===== src/cmt_pkg.sv =====
// constants, register map and carrier types of the compare-match timer
package cmt_pkg;

    // register bus geometry
    localparam int unsigned ADDR_W = 3;
    localparam int unsigned DATA_W = 8;

    // register indices on the bus
    localparam logic [2:0] IDX_COUNT_HIGH   = 3'h0;
    localparam logic [2:0] IDX_COUNT_LOW    = 3'h1;
    localparam logic [2:0] IDX_COMPARE_HIGH = 3'h2;
    localparam logic [2:0] IDX_COMPARE_LOW  = 3'h3;
    localparam logic [2:0] IDX_CONTROL      = 3'h4;
    localparam logic [2:0] IDX_STATUS       = 3'h5;
    localparam logic [2:0] IDX_EDGE_SELECT  = 3'h6;
    localparam logic [2:0] IDX_IRQ_ENABLE   = 3'h7;

    // timer_control_status bit positions
    localparam int unsigned BIT_OVF_HIGH   = 7;
    localparam int unsigned BIT_MATCH_HIGH = 6;
    localparam int unsigned BIT_OVIE_HIGH  = 5;
    localparam int unsigned BIT_CLR_HIGH   = 4;
    localparam int unsigned BIT_OVF_LOW    = 3;
    localparam int unsigned BIT_MATCH_LOW  = 2;
    localparam int unsigned BIT_OVIE_LOW   = 1;
    localparam int unsigned BIT_CLR_LOW    = 0;
    localparam logic [7:0]  STATUS_RW_MASK = 8'h33;

    // edge_select_reg and irq_enable_reg2 bit positions
    localparam int unsigned BIT_EVENT_EDGE  = 0;
    localparam int unsigned BIT_IRQ_EN_LOW  = 0;
    localparam int unsigned BIT_IRQ_EN_HIGH = 1;

    // reset values
    localparam logic [15:0] RST_COUNT    = 16'h0000;
    localparam logic [15:0] RST_COMPARE  = 16'hffff;
    localparam logic [7:0]  RST_CONTROL  = 8'h00;
    localparam logic [7:0]  RST_STATUS   = 8'h00;
    localparam logic [7:0]  RST_EDGE     = 8'h00;
    localparam logic [7:0]  RST_IRQ_EN   = 8'h00;
    localparam logic [7:0]  BYTE_ONES    = 8'hff;

    // prescaler terminal counts
    localparam int unsigned SYS_DIV_W  = 5;
    localparam logic [4:0]  DIV32_LAST = 5'h1f;
    localparam logic [3:0]  DIV16_LAST = 4'hf;
    localparam logic [1:0]  DIV4_LAST  = 2'h3;
    localparam logic [1:0]  SUB4_LAST  = 2'h3;

    // clock select codes; msb clear picks the event pin
    typedef enum logic [2:0] {
        CKS_DIV32 = 3'b100,
        CKS_DIV16 = 3'b101,
        CKS_DIV4  = 3'b110,
        CKS_SUB4  = 3'b111
    } cmt_clk_sel_t;

    // timer_control field layout
    typedef struct packed {
        logic       out_level_high;
        logic [2:0] high_clock_sel;
        logic       out_level_low;
        logic [2:0] low_clock_sel;
    } cmt_ctrl_t;

    // count enables of the two halves
    typedef struct packed {
        logic high;
        logic low;
    } cmt_ticks_t;

endpackage : cmt_pkg


===== src/cmt_tick_gen.sv =====
// count-enable generator: prescaler, subclock synchroniser, event edge
`timescale 1ns/1ps
module cmt_tick_gen
    import cmt_pkg::*;
(
    // clock and reset
    input  wire logic       i_clk,
    input  wire logic       i_arst_n,
    // sources
    input  wire logic       i_sub_clk,
    input  wire logic       i_event_in_pin,
    input  wire logic       i_event_edge_sel,
    // selection and power state
    input  wire logic [2:0] i_high_clock_sel,
    input  wire logic [2:0] i_low_clock_sel,
    input  wire logic       i_sub_mode,
    input  wire logic       i_standby,
    // count enables
    output cmt_ticks_t      o_ticks
);

    logic [SYS_DIV_W-1:0] div_cnt, next_div_cnt;
    logic                 sub_meta, sub_sync, sub_last;
    logic [1:0]           sub_cnt, next_sub_cnt;
    logic                 event_last;
    logic                 sub_edge, sub_tick, event_tick;
    logic [1:0][2:0]      sel;
    logic [1:0]           raw_tick;

    // free prescaler and subclock divide-by-four
    always_comb begin
        sub_edge     = sub_sync & ~sub_last;
        sub_tick     = sub_edge && (sub_cnt == SUB4_LAST);
        next_div_cnt = div_cnt + 5'h01;
        next_sub_cnt = sub_edge ? sub_cnt + 2'h1 : sub_cnt;
        event_tick   = i_event_edge_sel ? (i_event_in_pin & ~event_last)
                                        : (~i_event_in_pin & event_last);
    end

    always_ff @(posedge i_clk or negedge i_arst_n) begin
        if (!i_arst_n) begin
            div_cnt    <= '0;
            sub_meta   <= 1'b0;
            sub_sync   <= 1'b0;
            sub_last   <= 1'b0;
            sub_cnt    <= 2'h0;
            event_last <= 1'b0;
        end else begin
            div_cnt    <= next_div_cnt;
            sub_meta   <= i_sub_clk;
            sub_sync   <= sub_meta;
            sub_last   <= sub_sync;
            sub_cnt    <= next_sub_cnt;
            event_last <= i_event_in_pin;
        end
    end

    assign sel = {i_high_clock_sel, i_low_clock_sel};

    // per-half source mux and power-state gating
    for (genvar ch = 0; ch < 2; ch++) begin : g_half
        always_comb begin
            case (sel[ch])
                CKS_DIV32: raw_tick[ch] = (div_cnt == DIV32_LAST) && !i_sub_mode;
                CKS_DIV16: raw_tick[ch] = (div_cnt[3:0] == DIV16_LAST) && !i_sub_mode;
                CKS_DIV4:  raw_tick[ch] = (div_cnt[1:0] == DIV4_LAST) && !i_sub_mode;
                CKS_SUB4:  raw_tick[ch] = sub_tick;
                default:   raw_tick[ch] = event_tick;
            endcase
        end
    end

    assign o_ticks.high = raw_tick[1] & ~i_standby;
    assign o_ticks.low  = raw_tick[0] & ~i_standby;

    property p_standby_halts;
        @(posedge i_clk) disable iff (!i_arst_n)
        i_standby |-> (o_ticks == 2'b00);
    endproperty
    a_standby_halts: assert property (p_standby_halts) else $error("tick during standby");

endmodule : cmt_tick_gen


===== src/cmt_timer.sv =====
// compare-match timer: one 16-bit or two 8-bit counters with register port
//
// The plain strobed port and the register addresses are this design's own decisions.
`timescale 1ns/1ps
// What this block does
// - ovf_irq_en_low gates the low overflow interrupt; resets to 0.
// - match_clear_low set makes a low compare match clear the low counter in 8-bit mode.
// - flags clear only by writing 0 after reading 1; writing 1 ignored.
// - high_clock_sel_msb 0 chains both halves into one 16-bit counter.
// - reset gives count 0000, compare ffff, control and status 00.
// - event source counts on the pin edge chosen by event_edge_sel.
// - 16-bit match sets match_flag_high; irq_en_high adds request and toggle.
// - 16-bit match clears whole count when match_clear_high is 1.
// - 16-bit wrap sets ovf_flag_high; request needs both enables.
// - high_clock_sel_msb 1 runs two independent 8-bit counters.
// - 8-bit half match sets flag, requests, toggles, clears per its bits.
// - 8-bit half wrap sets its overflow flag; request needs both enables.
// - internal sources are system clock /32, /16, /4 or subclock /4.
// - select 101 is /16, 110 is /4, 111 is subclock /4.
// - low_clock_sel_msb 0 picks the event pin for the low counter.
// - compare pins start at their level bit, then invert on each match while their irq enable bit is set.
// - match fires when the counter leaves the matching value.
// - subclock count source passes a synchroniser into the system clock.
// - in sub modes only subclock /4 and the event pin advance the counter.
module cmt_timer
    import cmt_pkg::*;
(
    // clock and reset
    input  wire logic              i_clk,
    input  wire logic              i_arst_n,
    // register port
    input  wire logic [ADDR_W-1:0] i_addr,
    input  wire logic [DATA_W-1:0] i_wdata,
    input  wire logic              i_wr,
    input  wire logic              i_rd,
    output logic      [DATA_W-1:0] o_rdata,
    // pins
    input  wire logic              i_event_in_pin,
    input  wire logic              i_sub_clk,
    output logic                   o_toggle_out_high,
    output logic                   o_toggle_out_low,
    // power state
    input  wire logic              i_sub_mode,
    input  wire logic              i_standby,
    // interrupt requests to the cpu
    output logic                   o_irq_high,
    output logic                   o_irq_low
);

    logic [15:0]       count_register, next_count_register;
    logic [15:0]       compare_value, next_compare_value;
    logic [7:0]        timer_control, next_timer_control;
    logic [7:0]        timer_control_status, next_timer_control_status;
    logic [7:0]        edge_select_reg, next_edge_select_reg;
    logic [7:0]        irq_enable_reg2, next_irq_enable_reg2;
    logic [7:0]        flag_armed, next_flag_armed;
    logic [7:0]        flag_set, flag_clr;
    logic [DATA_W-1:0] next_rdata;
    logic              next_toggle_high, next_toggle_low, next_irq_high, next_irq_low;
    cmt_ctrl_t         ctrl;
    cmt_ticks_t        ticks;
    logic              mode16, irq_en_high, irq_en_low;
    logic              wr_cnt_h, wr_cnt_l, wr_cmp_h, wr_cmp_l, wr_ctrl, wr_stat;
    logic              high_match, low_match, high_ovf, low_ovf;
    logic              high_clear, low_clear;

    assign ctrl        = cmt_ctrl_t'(timer_control);
    assign mode16      = ~ctrl.high_clock_sel[2];
    assign irq_en_high = irq_enable_reg2[BIT_IRQ_EN_HIGH];
    assign irq_en_low  = irq_enable_reg2[BIT_IRQ_EN_LOW];
    assign wr_cnt_h    = i_wr && (i_addr == IDX_COUNT_HIGH);
    assign wr_cnt_l    = i_wr && (i_addr == IDX_COUNT_LOW);
    assign wr_cmp_h    = i_wr && (i_addr == IDX_COMPARE_HIGH);
    assign wr_cmp_l    = i_wr && (i_addr == IDX_COMPARE_LOW);
    assign wr_ctrl     = i_wr && (i_addr == IDX_CONTROL);
    assign wr_stat     = i_wr && (i_addr == IDX_STATUS);

    cmt_tick_gen u_tick_gen (
        .i_clk            (i_clk),
        .i_arst_n         (i_arst_n),
        .i_sub_clk        (i_sub_clk),
        .i_event_in_pin   (i_event_in_pin),
        .i_event_edge_sel (edge_select_reg[BIT_EVENT_EDGE]),
        .i_high_clock_sel (ctrl.high_clock_sel),
        .i_low_clock_sel  (ctrl.low_clock_sel),
        .i_sub_mode       (i_sub_mode),
        .i_standby        (i_standby),
        .o_ticks          (ticks)
    );

    // match and wrap events, taken on the tick that leaves the value
    always_comb begin
        if (mode16) begin
            high_match = ticks.low && (count_register == compare_value)
                         && !wr_cmp_l && !wr_cmp_h;
            high_clear = high_match && timer_control_status[BIT_CLR_HIGH];
            low_clear  = high_clear;
            high_ovf   = ticks.low && (count_register == 16'hffff)
                         && !high_clear && !wr_cnt_h && !wr_cnt_l;
        end else begin
            high_match = ticks.high && (count_register[15:8] == compare_value[15:8])
                         && !wr_cmp_h;
            high_clear = high_match && timer_control_status[BIT_CLR_HIGH];
            low_clear  = 1'b0;
            high_ovf   = ticks.high && (count_register[15:8] == BYTE_ONES)
                         && !high_clear && !wr_cnt_h;
        end
        low_match = ticks.low && (count_register[7:0] == compare_value[7:0]) && !wr_cmp_l;
        if (!mode16) begin
            low_clear = low_match && timer_control_status[BIT_CLR_LOW];
        end
        low_ovf = ticks.low && (count_register[7:0] == BYTE_ONES) && !low_clear && !wr_cnt_l;
    end

    // counter next value: software write beats counting
    always_comb begin
        next_count_register = count_register;
        if (mode16) begin
            if (ticks.low) begin
                next_count_register = high_clear ? RST_COUNT
                                                 : count_register + 16'h0001;
            end
        end else begin
            if (ticks.high) begin
                next_count_register[15:8] = high_clear ? 8'h00
                                                       : count_register[15:8] + 8'h01;
            end
            if (ticks.low) begin
                next_count_register[7:0] = low_clear ? 8'h00 : count_register[7:0] + 8'h01;
            end
        end
        if (wr_cnt_h) begin
            next_count_register[15:8] = i_wdata;
        end
        if (wr_cnt_l) begin
            next_count_register[7:0] = i_wdata;
        end
    end

    // flag set sources and clear-after-read handling
    always_comb begin
        flag_set = 8'h00;
        flag_set[BIT_OVF_HIGH]   = high_ovf;
        flag_set[BIT_MATCH_HIGH] = high_match;
        flag_set[BIT_OVF_LOW]    = low_ovf;
        flag_set[BIT_MATCH_LOW]  = low_match;
        flag_clr = wr_stat ? (~i_wdata & flag_armed & ~STATUS_RW_MASK) : 8'h00;
        next_timer_control_status = (timer_control_status & ~flag_clr) | flag_set;
        if (wr_stat) begin
            next_timer_control_status = (next_timer_control_status & ~STATUS_RW_MASK)
                                        | (i_wdata & STATUS_RW_MASK);
        end
        // a read arms the flags that were seen as one; a clear disarms them
        if (i_rd && (i_addr == IDX_STATUS)) begin
            next_flag_armed = timer_control_status & ~STATUS_RW_MASK;
        end else begin
            next_flag_armed = flag_armed & next_timer_control_status;
        end
    end

    // other registers and pin/request outputs
    always_comb begin
        next_compare_value   = compare_value;
        next_timer_control   = timer_control;
        next_edge_select_reg = edge_select_reg;
        next_irq_enable_reg2 = irq_enable_reg2;
        if (wr_cmp_h) next_compare_value[15:8] = i_wdata;
        if (wr_cmp_l) next_compare_value[7:0]  = i_wdata;
        if (wr_ctrl) next_timer_control = i_wdata;
        if (i_wr && (i_addr == IDX_EDGE_SELECT)) next_edge_select_reg = i_wdata & 8'h01;
        if (i_wr && (i_addr == IDX_IRQ_ENABLE)) next_irq_enable_reg2 = i_wdata & 8'h03;
        if (wr_ctrl) begin
            next_toggle_high = i_wdata[7];
            next_toggle_low  = i_wdata[3];
        end else begin
            next_toggle_high = o_toggle_out_high ^ (high_match & irq_en_high);
            next_toggle_low  = o_toggle_out_low ^ (low_match & irq_en_low);
        end
        next_irq_high = irq_en_high & (high_match
                        | (high_ovf & timer_control_status[BIT_OVIE_HIGH]));
        next_irq_low  = irq_en_low & (low_match
                        | (low_ovf & timer_control_status[BIT_OVIE_LOW]));
    end

    // read data for the cycle after the strobe only
    always_comb begin
        next_rdata = 8'h00;
        if (i_rd) begin
            case (i_addr)
                IDX_COUNT_HIGH:   next_rdata = count_register[15:8];
                IDX_COUNT_LOW:    next_rdata = count_register[7:0];
                IDX_COMPARE_HIGH: next_rdata = compare_value[15:8];
                IDX_COMPARE_LOW:  next_rdata = compare_value[7:0];
                IDX_CONTROL:      next_rdata = timer_control;
                IDX_STATUS:       next_rdata = timer_control_status;
                IDX_EDGE_SELECT:  next_rdata = edge_select_reg;
                IDX_IRQ_ENABLE:   next_rdata = irq_enable_reg2;
                default:          next_rdata = 8'h00;
            endcase
        end
    end

    // state registers
    always_ff @(posedge i_clk or negedge i_arst_n) begin
        if (!i_arst_n) begin
            count_register       <= RST_COUNT;
            compare_value        <= RST_COMPARE;
            timer_control        <= RST_CONTROL;
            timer_control_status <= RST_STATUS;
            edge_select_reg      <= RST_EDGE;
            irq_enable_reg2      <= RST_IRQ_EN;
            flag_armed           <= 8'h00;
            o_rdata              <= 8'h00;
            o_toggle_out_high    <= 1'b0;
            o_toggle_out_low     <= 1'b0;
            o_irq_high           <= 1'b0;
            o_irq_low            <= 1'b0;
        end else begin
            count_register       <= next_count_register;
            compare_value        <= next_compare_value;
            timer_control        <= next_timer_control;
            timer_control_status <= next_timer_control_status;
            edge_select_reg      <= next_edge_select_reg;
            irq_enable_reg2      <= next_irq_enable_reg2;
            flag_armed           <= next_flag_armed;
            o_rdata              <= next_rdata;
            o_toggle_out_high    <= next_toggle_high;
            o_toggle_out_low     <= next_toggle_low;
            o_irq_high           <= next_irq_high;
            o_irq_low            <= next_irq_low;
        end
    end

    // checks
    property p_ovie_low_gate;
        @(posedge i_clk) disable iff (!i_arst_n)
        (low_ovf && !timer_control_status[BIT_OVIE_LOW] && !low_match) |=> !o_irq_low;
    endproperty
    a_ovie_low_gate: assert property (p_ovie_low_gate) else $error("low irq not gated");

    property p_low_clear;
        @(posedge i_clk) disable iff (!i_arst_n)
        (!mode16 && low_match && timer_control_status[BIT_CLR_LOW] && !wr_cnt_l)
            |=> (count_register[7:0] == 8'h00);
    endproperty
    a_low_clear: assert property (p_low_clear) else $error("low half not cleared");

    property p_write_one_keeps;
        @(posedge i_clk) disable iff (!i_arst_n)
        (wr_stat && i_wdata[BIT_OVF_HIGH] && timer_control_status[BIT_OVF_HIGH])
            |=> timer_control_status[BIT_OVF_HIGH];
    endproperty
    a_write_one_keeps: assert property (p_write_one_keeps) else $error("flag lost");

    property p_full_clear;
        @(posedge i_clk) disable iff (!i_arst_n)
        (mode16 && high_match && timer_control_status[BIT_CLR_HIGH] && !wr_cnt_h && !wr_cnt_l)
            |=> (count_register == 16'h0000);
    endproperty
    a_full_clear: assert property (p_full_clear) else $error("16-bit not cleared");

    property p_full_wrap;
        @(posedge i_clk) disable iff (!i_arst_n)
        (mode16 && ticks.low && count_register == 16'hffff && !high_clear && !i_wr)
            |=> (timer_control_status[BIT_OVF_HIGH] && count_register == 16'h0000);
    endproperty
    a_full_wrap: assert property (p_full_wrap) else $error("16-bit wrap missed");

    property p_match_on_leave;
        @(posedge i_clk) disable iff (!i_arst_n)
        (mode16 && $rose(timer_control_status[BIT_MATCH_HIGH]))
            |-> ($past(count_register) == $past(compare_value)) && $past(ticks.low);
    endproperty
    a_match_on_leave: assert property (p_match_on_leave) else $error("early match");

    property p_match_toggle;
        @(posedge i_clk) disable iff (!i_arst_n)
        (high_match && irq_en_high && !wr_ctrl)
            |=> (o_toggle_out_high != $past(o_toggle_out_high)) && o_irq_high;
    endproperty
    a_match_toggle: assert property (p_match_toggle) else $error("no toggle on match");

    property p_level_load;
        @(posedge i_clk) disable iff (!i_arst_n)
        wr_ctrl |=> (o_toggle_out_high == $past(i_wdata[7]))
                    && (o_toggle_out_low == $past(i_wdata[3]));
    endproperty
    a_level_load: assert property (p_level_load) else $error("level not loaded");

    property p_low_wrap8;
        @(posedge i_clk) disable iff (!i_arst_n)
        (!mode16 && ticks.low && count_register[7:0] == BYTE_ONES && !low_clear && !wr_cnt_l)
            |=> timer_control_status[BIT_OVF_LOW];
    endproperty
    a_low_wrap8: assert property (p_low_wrap8) else $error("low wrap missed");

endmodule : cmt_timer


===== config.mk =====
export PLATFORM = sky130hd
export DESIGN_NAME = cmt_timer
export DESIGN_NICKNAME = d
export VERILOG_FILES = /design/src/cmt_pkg.sv /design/src/cmt_tick_gen.sv /design/src/cmt_timer.sv
export SDC_FILE = /design/constraint.sdc
export NUM_CORES = 1
export LEC_CHECK = 0
export BUFFER_PORTS_ARGS = -buffer_cell sky130_fd_sc_hd__buf_2
export CELL_PAD_IN_SITES_DETAIL_PLACEMENT = 1
export CELL_PAD_IN_SITES_GLOBAL_PLACEMENT = 2
export CORE_MARGIN = 4
export CORE_UTILIZATION = 42
export DETAILED_ROUTE_END_ITERATION = 12
export GPL_TIMING_DRIVEN = 0
export HOLD_SLACK_MARGIN = 0.1
export PLACE_DENSITY = 0.85
export SETUP_SLACK_MARGIN = 0.05
export SYNTH_ARGS = -nofsm -noshare
export SYNTH_HDL_FRONTEND = slang
export SYNTH_SLANG_ARGS = --single-unit

===== constraint.sdc =====
create_clock -name i_clk -period 4 [get_ports i_clk]
set_input_delay 0.4 -clock i_clk [delete_from_list [all_inputs] [get_ports i_clk]]
set_output_delay 0.4 -clock i_clk [all_outputs]
set_load 0.05 [all_outputs]

# After elaboration in Yosys (flattened, before gate mapping)
# Index checks and enable logic that the tools add are counted.
# word_totals
ff_bits,82
output_inout_bits,12
input_bits,19
word_cells,145
# classes
bitwise_logic,26
n_mux,23
n_reduce_logical,45
n_eq_ne,26
add_sub_neg,5
# ops
cell,n
$mux W8,10
$pmux W8 S8,1
$mux W16,3
$eq A3 B3 Y1 const B,12
$logic_and A1 B1 Y1,33
$and A8 B8 Y8,3
$add A16 B1 Y16 const B,1
$add A8 B1 Y8 const B,2
$eq A16 B16 Y1,1
$eq A16 B16 Y1 const B,1
$eq A8 B8 Y1,2
$eq A8 B8 Y1 const B,2
$not A8 Y8,2
$and A1 B1 Y1,11
$logic_not A1 Y1,8
$or A8 B6 Y8,1
$or A8 B8 Y8,1
$pmux W1 S4,2
$mux W1,7
$eq A3 B2 Y1 const B,2
$add A5 B1 Y5 const B,1
$eq A5 B5 Y1 const B,1
$eq A2 B2 Y1 const B,2
$eq A4 B4 Y1 const B,1
other kinds (10),15

# Logic depth before layout (Yosys ltp)
# depth
word_depth,19
mapped_depth,12
ltp_nobuf,11

# Cells and area by module
# From an unflattened synthesis, not the netlist that was laid out.
# unflattened
hier_cells,443
hier_area_um2,4434.3
# modules_own_cells
mod,cells_per_inst,area_each_um2,n_inst
cmt_timer,405,3936.3,1
cmt_tick_gen,38,498.0,1

# Worst setup path after synthesis
# Ideal clock, no wire load.
# synth_timing
path_kind,flip-flop to flip-flop
startpoint,reg u_tick_gen.div_cnt[0]
endpoint,reg count_register[13]
path_stages_with_launch,13
synth_period_minus_slack_ps,2208
t_arrival_ps,2126
required_time_ps,3918
slack_ps,1792
path_buffers,1
setup_time_ps,82
cell_sequence,dfrtp_1 ha_1 nand3_1 inv_1 ha_1 mux2i_1 o31ai_1 o211ai_1 o21ai_2 a21oi_1 buf_6 o21ai_0 a31oi_1
# synth_via
elab_chain_len,13
word_cells_on_any_way,27
# synth_rtl
element,line,source
"start, declared",cmt_tick_gen.sv:22,"logic [SYS_DIV_W-1:0] div_cnt, next_div_cnt;"
"start signal, assigned",cmt_tick_gen.sv:49,div_cnt <= next_div_cnt;
"$eq A5 B5 Y1, or another cell as far along",cmt_tick_gen.sv:64,CKS_DIV32: raw_tick[ch] = (div_cnt == DIV32_LAST) && !i_sub_mode;
$logic_and A1 B1 Y1 (on tied branches),"cmt_tick_gen.sv:64, cmt_tick_gen.sv:65, cmt_tick_gen.sv:66",
$pmux W1 S4,cmt_tick_gen.sv:63,case (sel[ch])
$and A1 B1 Y1,cmt_tick_gen.sv:74,assign o_ticks.low = raw_tick[0] & ~i_standby;
$logic_and A1 B1 Y1,cmt_timer.sv:94,high_match = ticks.low && (count_register == compare_value)
$logic_and A1 B1 Y1 (2 in series),cmt_timer.sv:95,&& !wr_cmp_l && !wr_cmp_h;
$logic_and A1 B1 Y1,cmt_timer.sv:96,high_clear = high_match && timer_control_status[BIT_CLR_HIGH];
$mux W1,cmt_timer.sv:93,if (mode16) begin
$mux W16 or $mux W8 (tied branches),"cmt_timer.sv:120, cmt_timer.sv:125",
$mux W16 or $mux W8 (tied branches),"cmt_timer.sv:119, cmt_timer.sv:124",
$mux W16,cmt_timer.sv:118,if (mode16) begin
$mux W8,cmt_timer.sv:132,if (wr_cnt_h) begin
"end signal, assigned",cmt_timer.sv:219,count_register <= next_count_register;
"end, declared",cmt_timer.sv:50,"logic [15:0] count_register, next_count_register;"
# Several ways; a longest one is shown, not always the timed one. The select of a mux whose other input is x is not followed.
# A chain may end at the register's enable or synchronous reset.

# Worst setup path in the final report
# Ends and elaborated chain as after synthesis.

==> results.json <==
{
  "grt_antenna_before_repair": 0,
  "yosys_warnings": 0,
  "root_buffer": "clkbuf_8",
  "grt_max_degree": 58,
  "timing.slew.headroom_pct": 53.7,
  "start_util_pct": 43.8,
  "drc": 0,
  "setup_viol": 0,
  "gp_congestion": 0.873,
  "final_common_cell": "dfrtp_1",
  "combPwrFrac_pct": 27.4,
  "grt_use_total_pct": 24.1,
  "syn_to_final_growth_pct": 12.4,
  "num_rows": 36,
  "seq_power_share_pct": 47.9,
  "clk_pin_slew_worst_paths_ps": 80,
  "critPathLaunchType": "flop",
  "end_kind": "flop",
  "port_buffers": 26,
  "worstSetupPathType": "flop to flop",
  "synthesis.nets": 469,
  "switching_share_pct": 37.3,
  "fin_nets": 508,
  "fmax_mhz": 358,
  "clock_path_buffers": 2,
  "drt_iter0_markers": 191,
  "h-tree-depth": 3,
  "power.share.clock_pct": 24.7,
  "synthFlopType": "dfrtp_1",
  "drive_above_1_share_pct": 21.9,
  "io_pins": 31,
  "status": "finished, final reports clean",
  "grt_pass1_vias": 3699,
  "tritoncts": "built",
  "finClkSkew_ps": 12.6,
  "ys_ff_latch": 78,
  "drtAntennaViolNets": 0,
  "clock_sink_count": 78,
  "avgRoutedWirePerCell_um": 21.5,
  "dr.pass1.iters": 4,
  "critPathArrivalTime_ps": 3090,
  "p_per_area_nw_per_um2": 523,
  "syn_inst": 445,
  "cp_max_fo": 10,
  "period_share_pct": 69.9,
  "synthesis.area_um2": 4340,
  "cts_made_buffers": 9,
  "vias": 3580,
  "ys_seq_area_share_pct": 45.4,
  "worstSkewPairLatency_ps": 370,
  "hold_viol": 0,
  "yosysUniqueCellTypes": 60,
  "die_width_um": 110,
  "globalRouteOverflowTotal": 0,
  "postSynth.asyncResetShare_pct": 100,
  "synth_edf_count": 0,
  "cp.required_ps": 4290,
  "hp-class": "input port to flop",
  "routed_wl_um": 13300,
  "grt_pass1_wl_um": 21400,
  "core-area_um2": 9910,
  "timing.hold.ws_ps": 136,
  "viasPerCell": 5.76,
  "reg_top3": "compare_value x16, count_register x16",
  "die_h_um": 110,
  "p_leak_uw": 0.00209,
  "place_hpwl_um": 9860,
  "grt_setup_unrepaired": "no",
  "irDropWorstVdd_v": 0.000226,
  "syn_avg_cell_area_um2": 9.75,
  "tns_ps": 0,
  "power.internal_uw": 1600,
  "worst_pin_slew_ps": 690,
  "max_cap_viol_count": 0,
  "p_switching_uw": 952,
  "dieArea_um2": 12000,
  "postCtsSetupRepairBufs": 0,
  "n_antenna_cell": 0,
  "final_cell_mix": "62 x dfrtp_1, 53 x nand2_1, 36 x o21ai_0",
  "report.final.slew_viol_count": 0,
  "fin_crit_ps": 2800
}
==> metal layers <==
| layer | vias up | track usage, % | share of wire [%] |
|---|---|---|---|
| li1 | 1670 | - | - |
| met1 | 1836 | 33.8 | 46 |
| met2 | 62 | 39.3 | 48 |
| met3 | 12 | 3.70 | 4.3 |
| met4 | 0 | 5.61 | 1.1 |
| met5 | - | 0 | 0 |
==> layout make-up <==
cell class	instances	area (µm²)
fillers	1143	5030
multi-input cells	328	2190
flip-flops and latches	78	1970
repair buffers	28	170
well taps	133	166
clock buffers	12	155
plain buffers	23	116
inverters	16	60.1
clock inverters	4	45.0
==> stage by stage <==
stage / total power [µW] / util (%) / instance area [µm²] / std cells / setup slack [ps]
2_1_floorplan: 1650 / - / 4340 / 445 / 1790
6_report: 2550 / 49.2 / 4880 / 622 / 1200
3_3_place_gp: 1890 / 46.8 / 4640 / 604 / 1290
4_1_cts: 2560 / 49.2 / 4880 / 622 / 1200
3_5_place_dp: 1920 / 47.1 / 4670 / 605 / 1210
5_1_grt: 2710 / 49.2 / 4880 / 622 / 938
==> power by group through the flow <==
stage	Clock [µW]	Combinational, µW	Sequential, µW
final	631	699	1220
after global routing	681	782	1250
after CTS	642	702	1220
after detailed placement	0	694	1230
after global placement	0	671	1220
after floorplan	0	473	1180
==> critical path, cell delays in order, from the launching register on <==
cell and delay (ps):
dfrtp_1 400, ha_1 260, nand3_1 150, inv_1 60, ha_1 210, nand2b_1 90, a21oi_1 70, o221ai_1 530
o21ai_2 220, a21oi_1 290, buf_6 180, o21ai_0 90, a31oi_1 160
==> path summary, 6_finish.rpt <==
path	start	endpoint	slack, ps	cells past startpoint
min in group asynchronous	i_arst_n	count_register[6]$_DFFE_PN0P_	470	2
max	u_tick_gen.div_cnt[0]$_DFF_PN0_	count_register[13]$_DFFE_PN0P_	1200	12
max reg2reg	u_tick_gen.div_cnt[0]$_DFF_PN0_	count_register[13]$_DFFE_PN0P_	1200	12
min reg2reg	u_tick_gen.sub_meta$_DFF_PN0_	u_tick_gen.sub_sync$_DFF_PN0_	360	0
max in group asynchronous	i_arst_n	compare_value[10]$_DFFE_PN1P_	2880	3
min	i_sub_clk	u_tick_gen.sub_meta$_DFF_PN0_	140	1
==> synthesized netlist by cell type, types with 6 or more instances <==
library cell  instances  area, µm²
nand3_1              14       70.1
nor2_1               21       78.8
a31oi_1               7       43.8
clkbuf_1             12       45.0
buf_2                 6       30.0
nand2_1              53        199
o211ai_1              6       45.0
xor2_1               21        184
dfstp_2              16        420
mux2_2               27        304
nor4_1                6       37.5
dfrtp_1              62       1550
a21oi_1              21        105
nor2b_1               6       37.5
inv_1                16       60.1
nor3_1               10       50.1
o21ai_0              36        180
mux2i_1              11        110
==> repair_timing <==
action,in CTS,in global routing
endpoints found under the hold margin,21,0
hold buffers,1,0
setup endpoints to repair,0,0
resized for setup,0,0
==> kinds of logic after synthesis <==
kind of cell | after synthesis | synth area share (%)
AOI/OAI and AO/OA | 113 | 16.6
xor gates and xnor gates | 24 | 4.84
adders and majority gates | 5 | 1.44
buffers and inverters | 39 | 4.06
DFF | 78 | 45.4
muxes | 40 | 10.4
and+or+nand+nor | 146 | 17.2
Power figures use the tool's default switching activity.
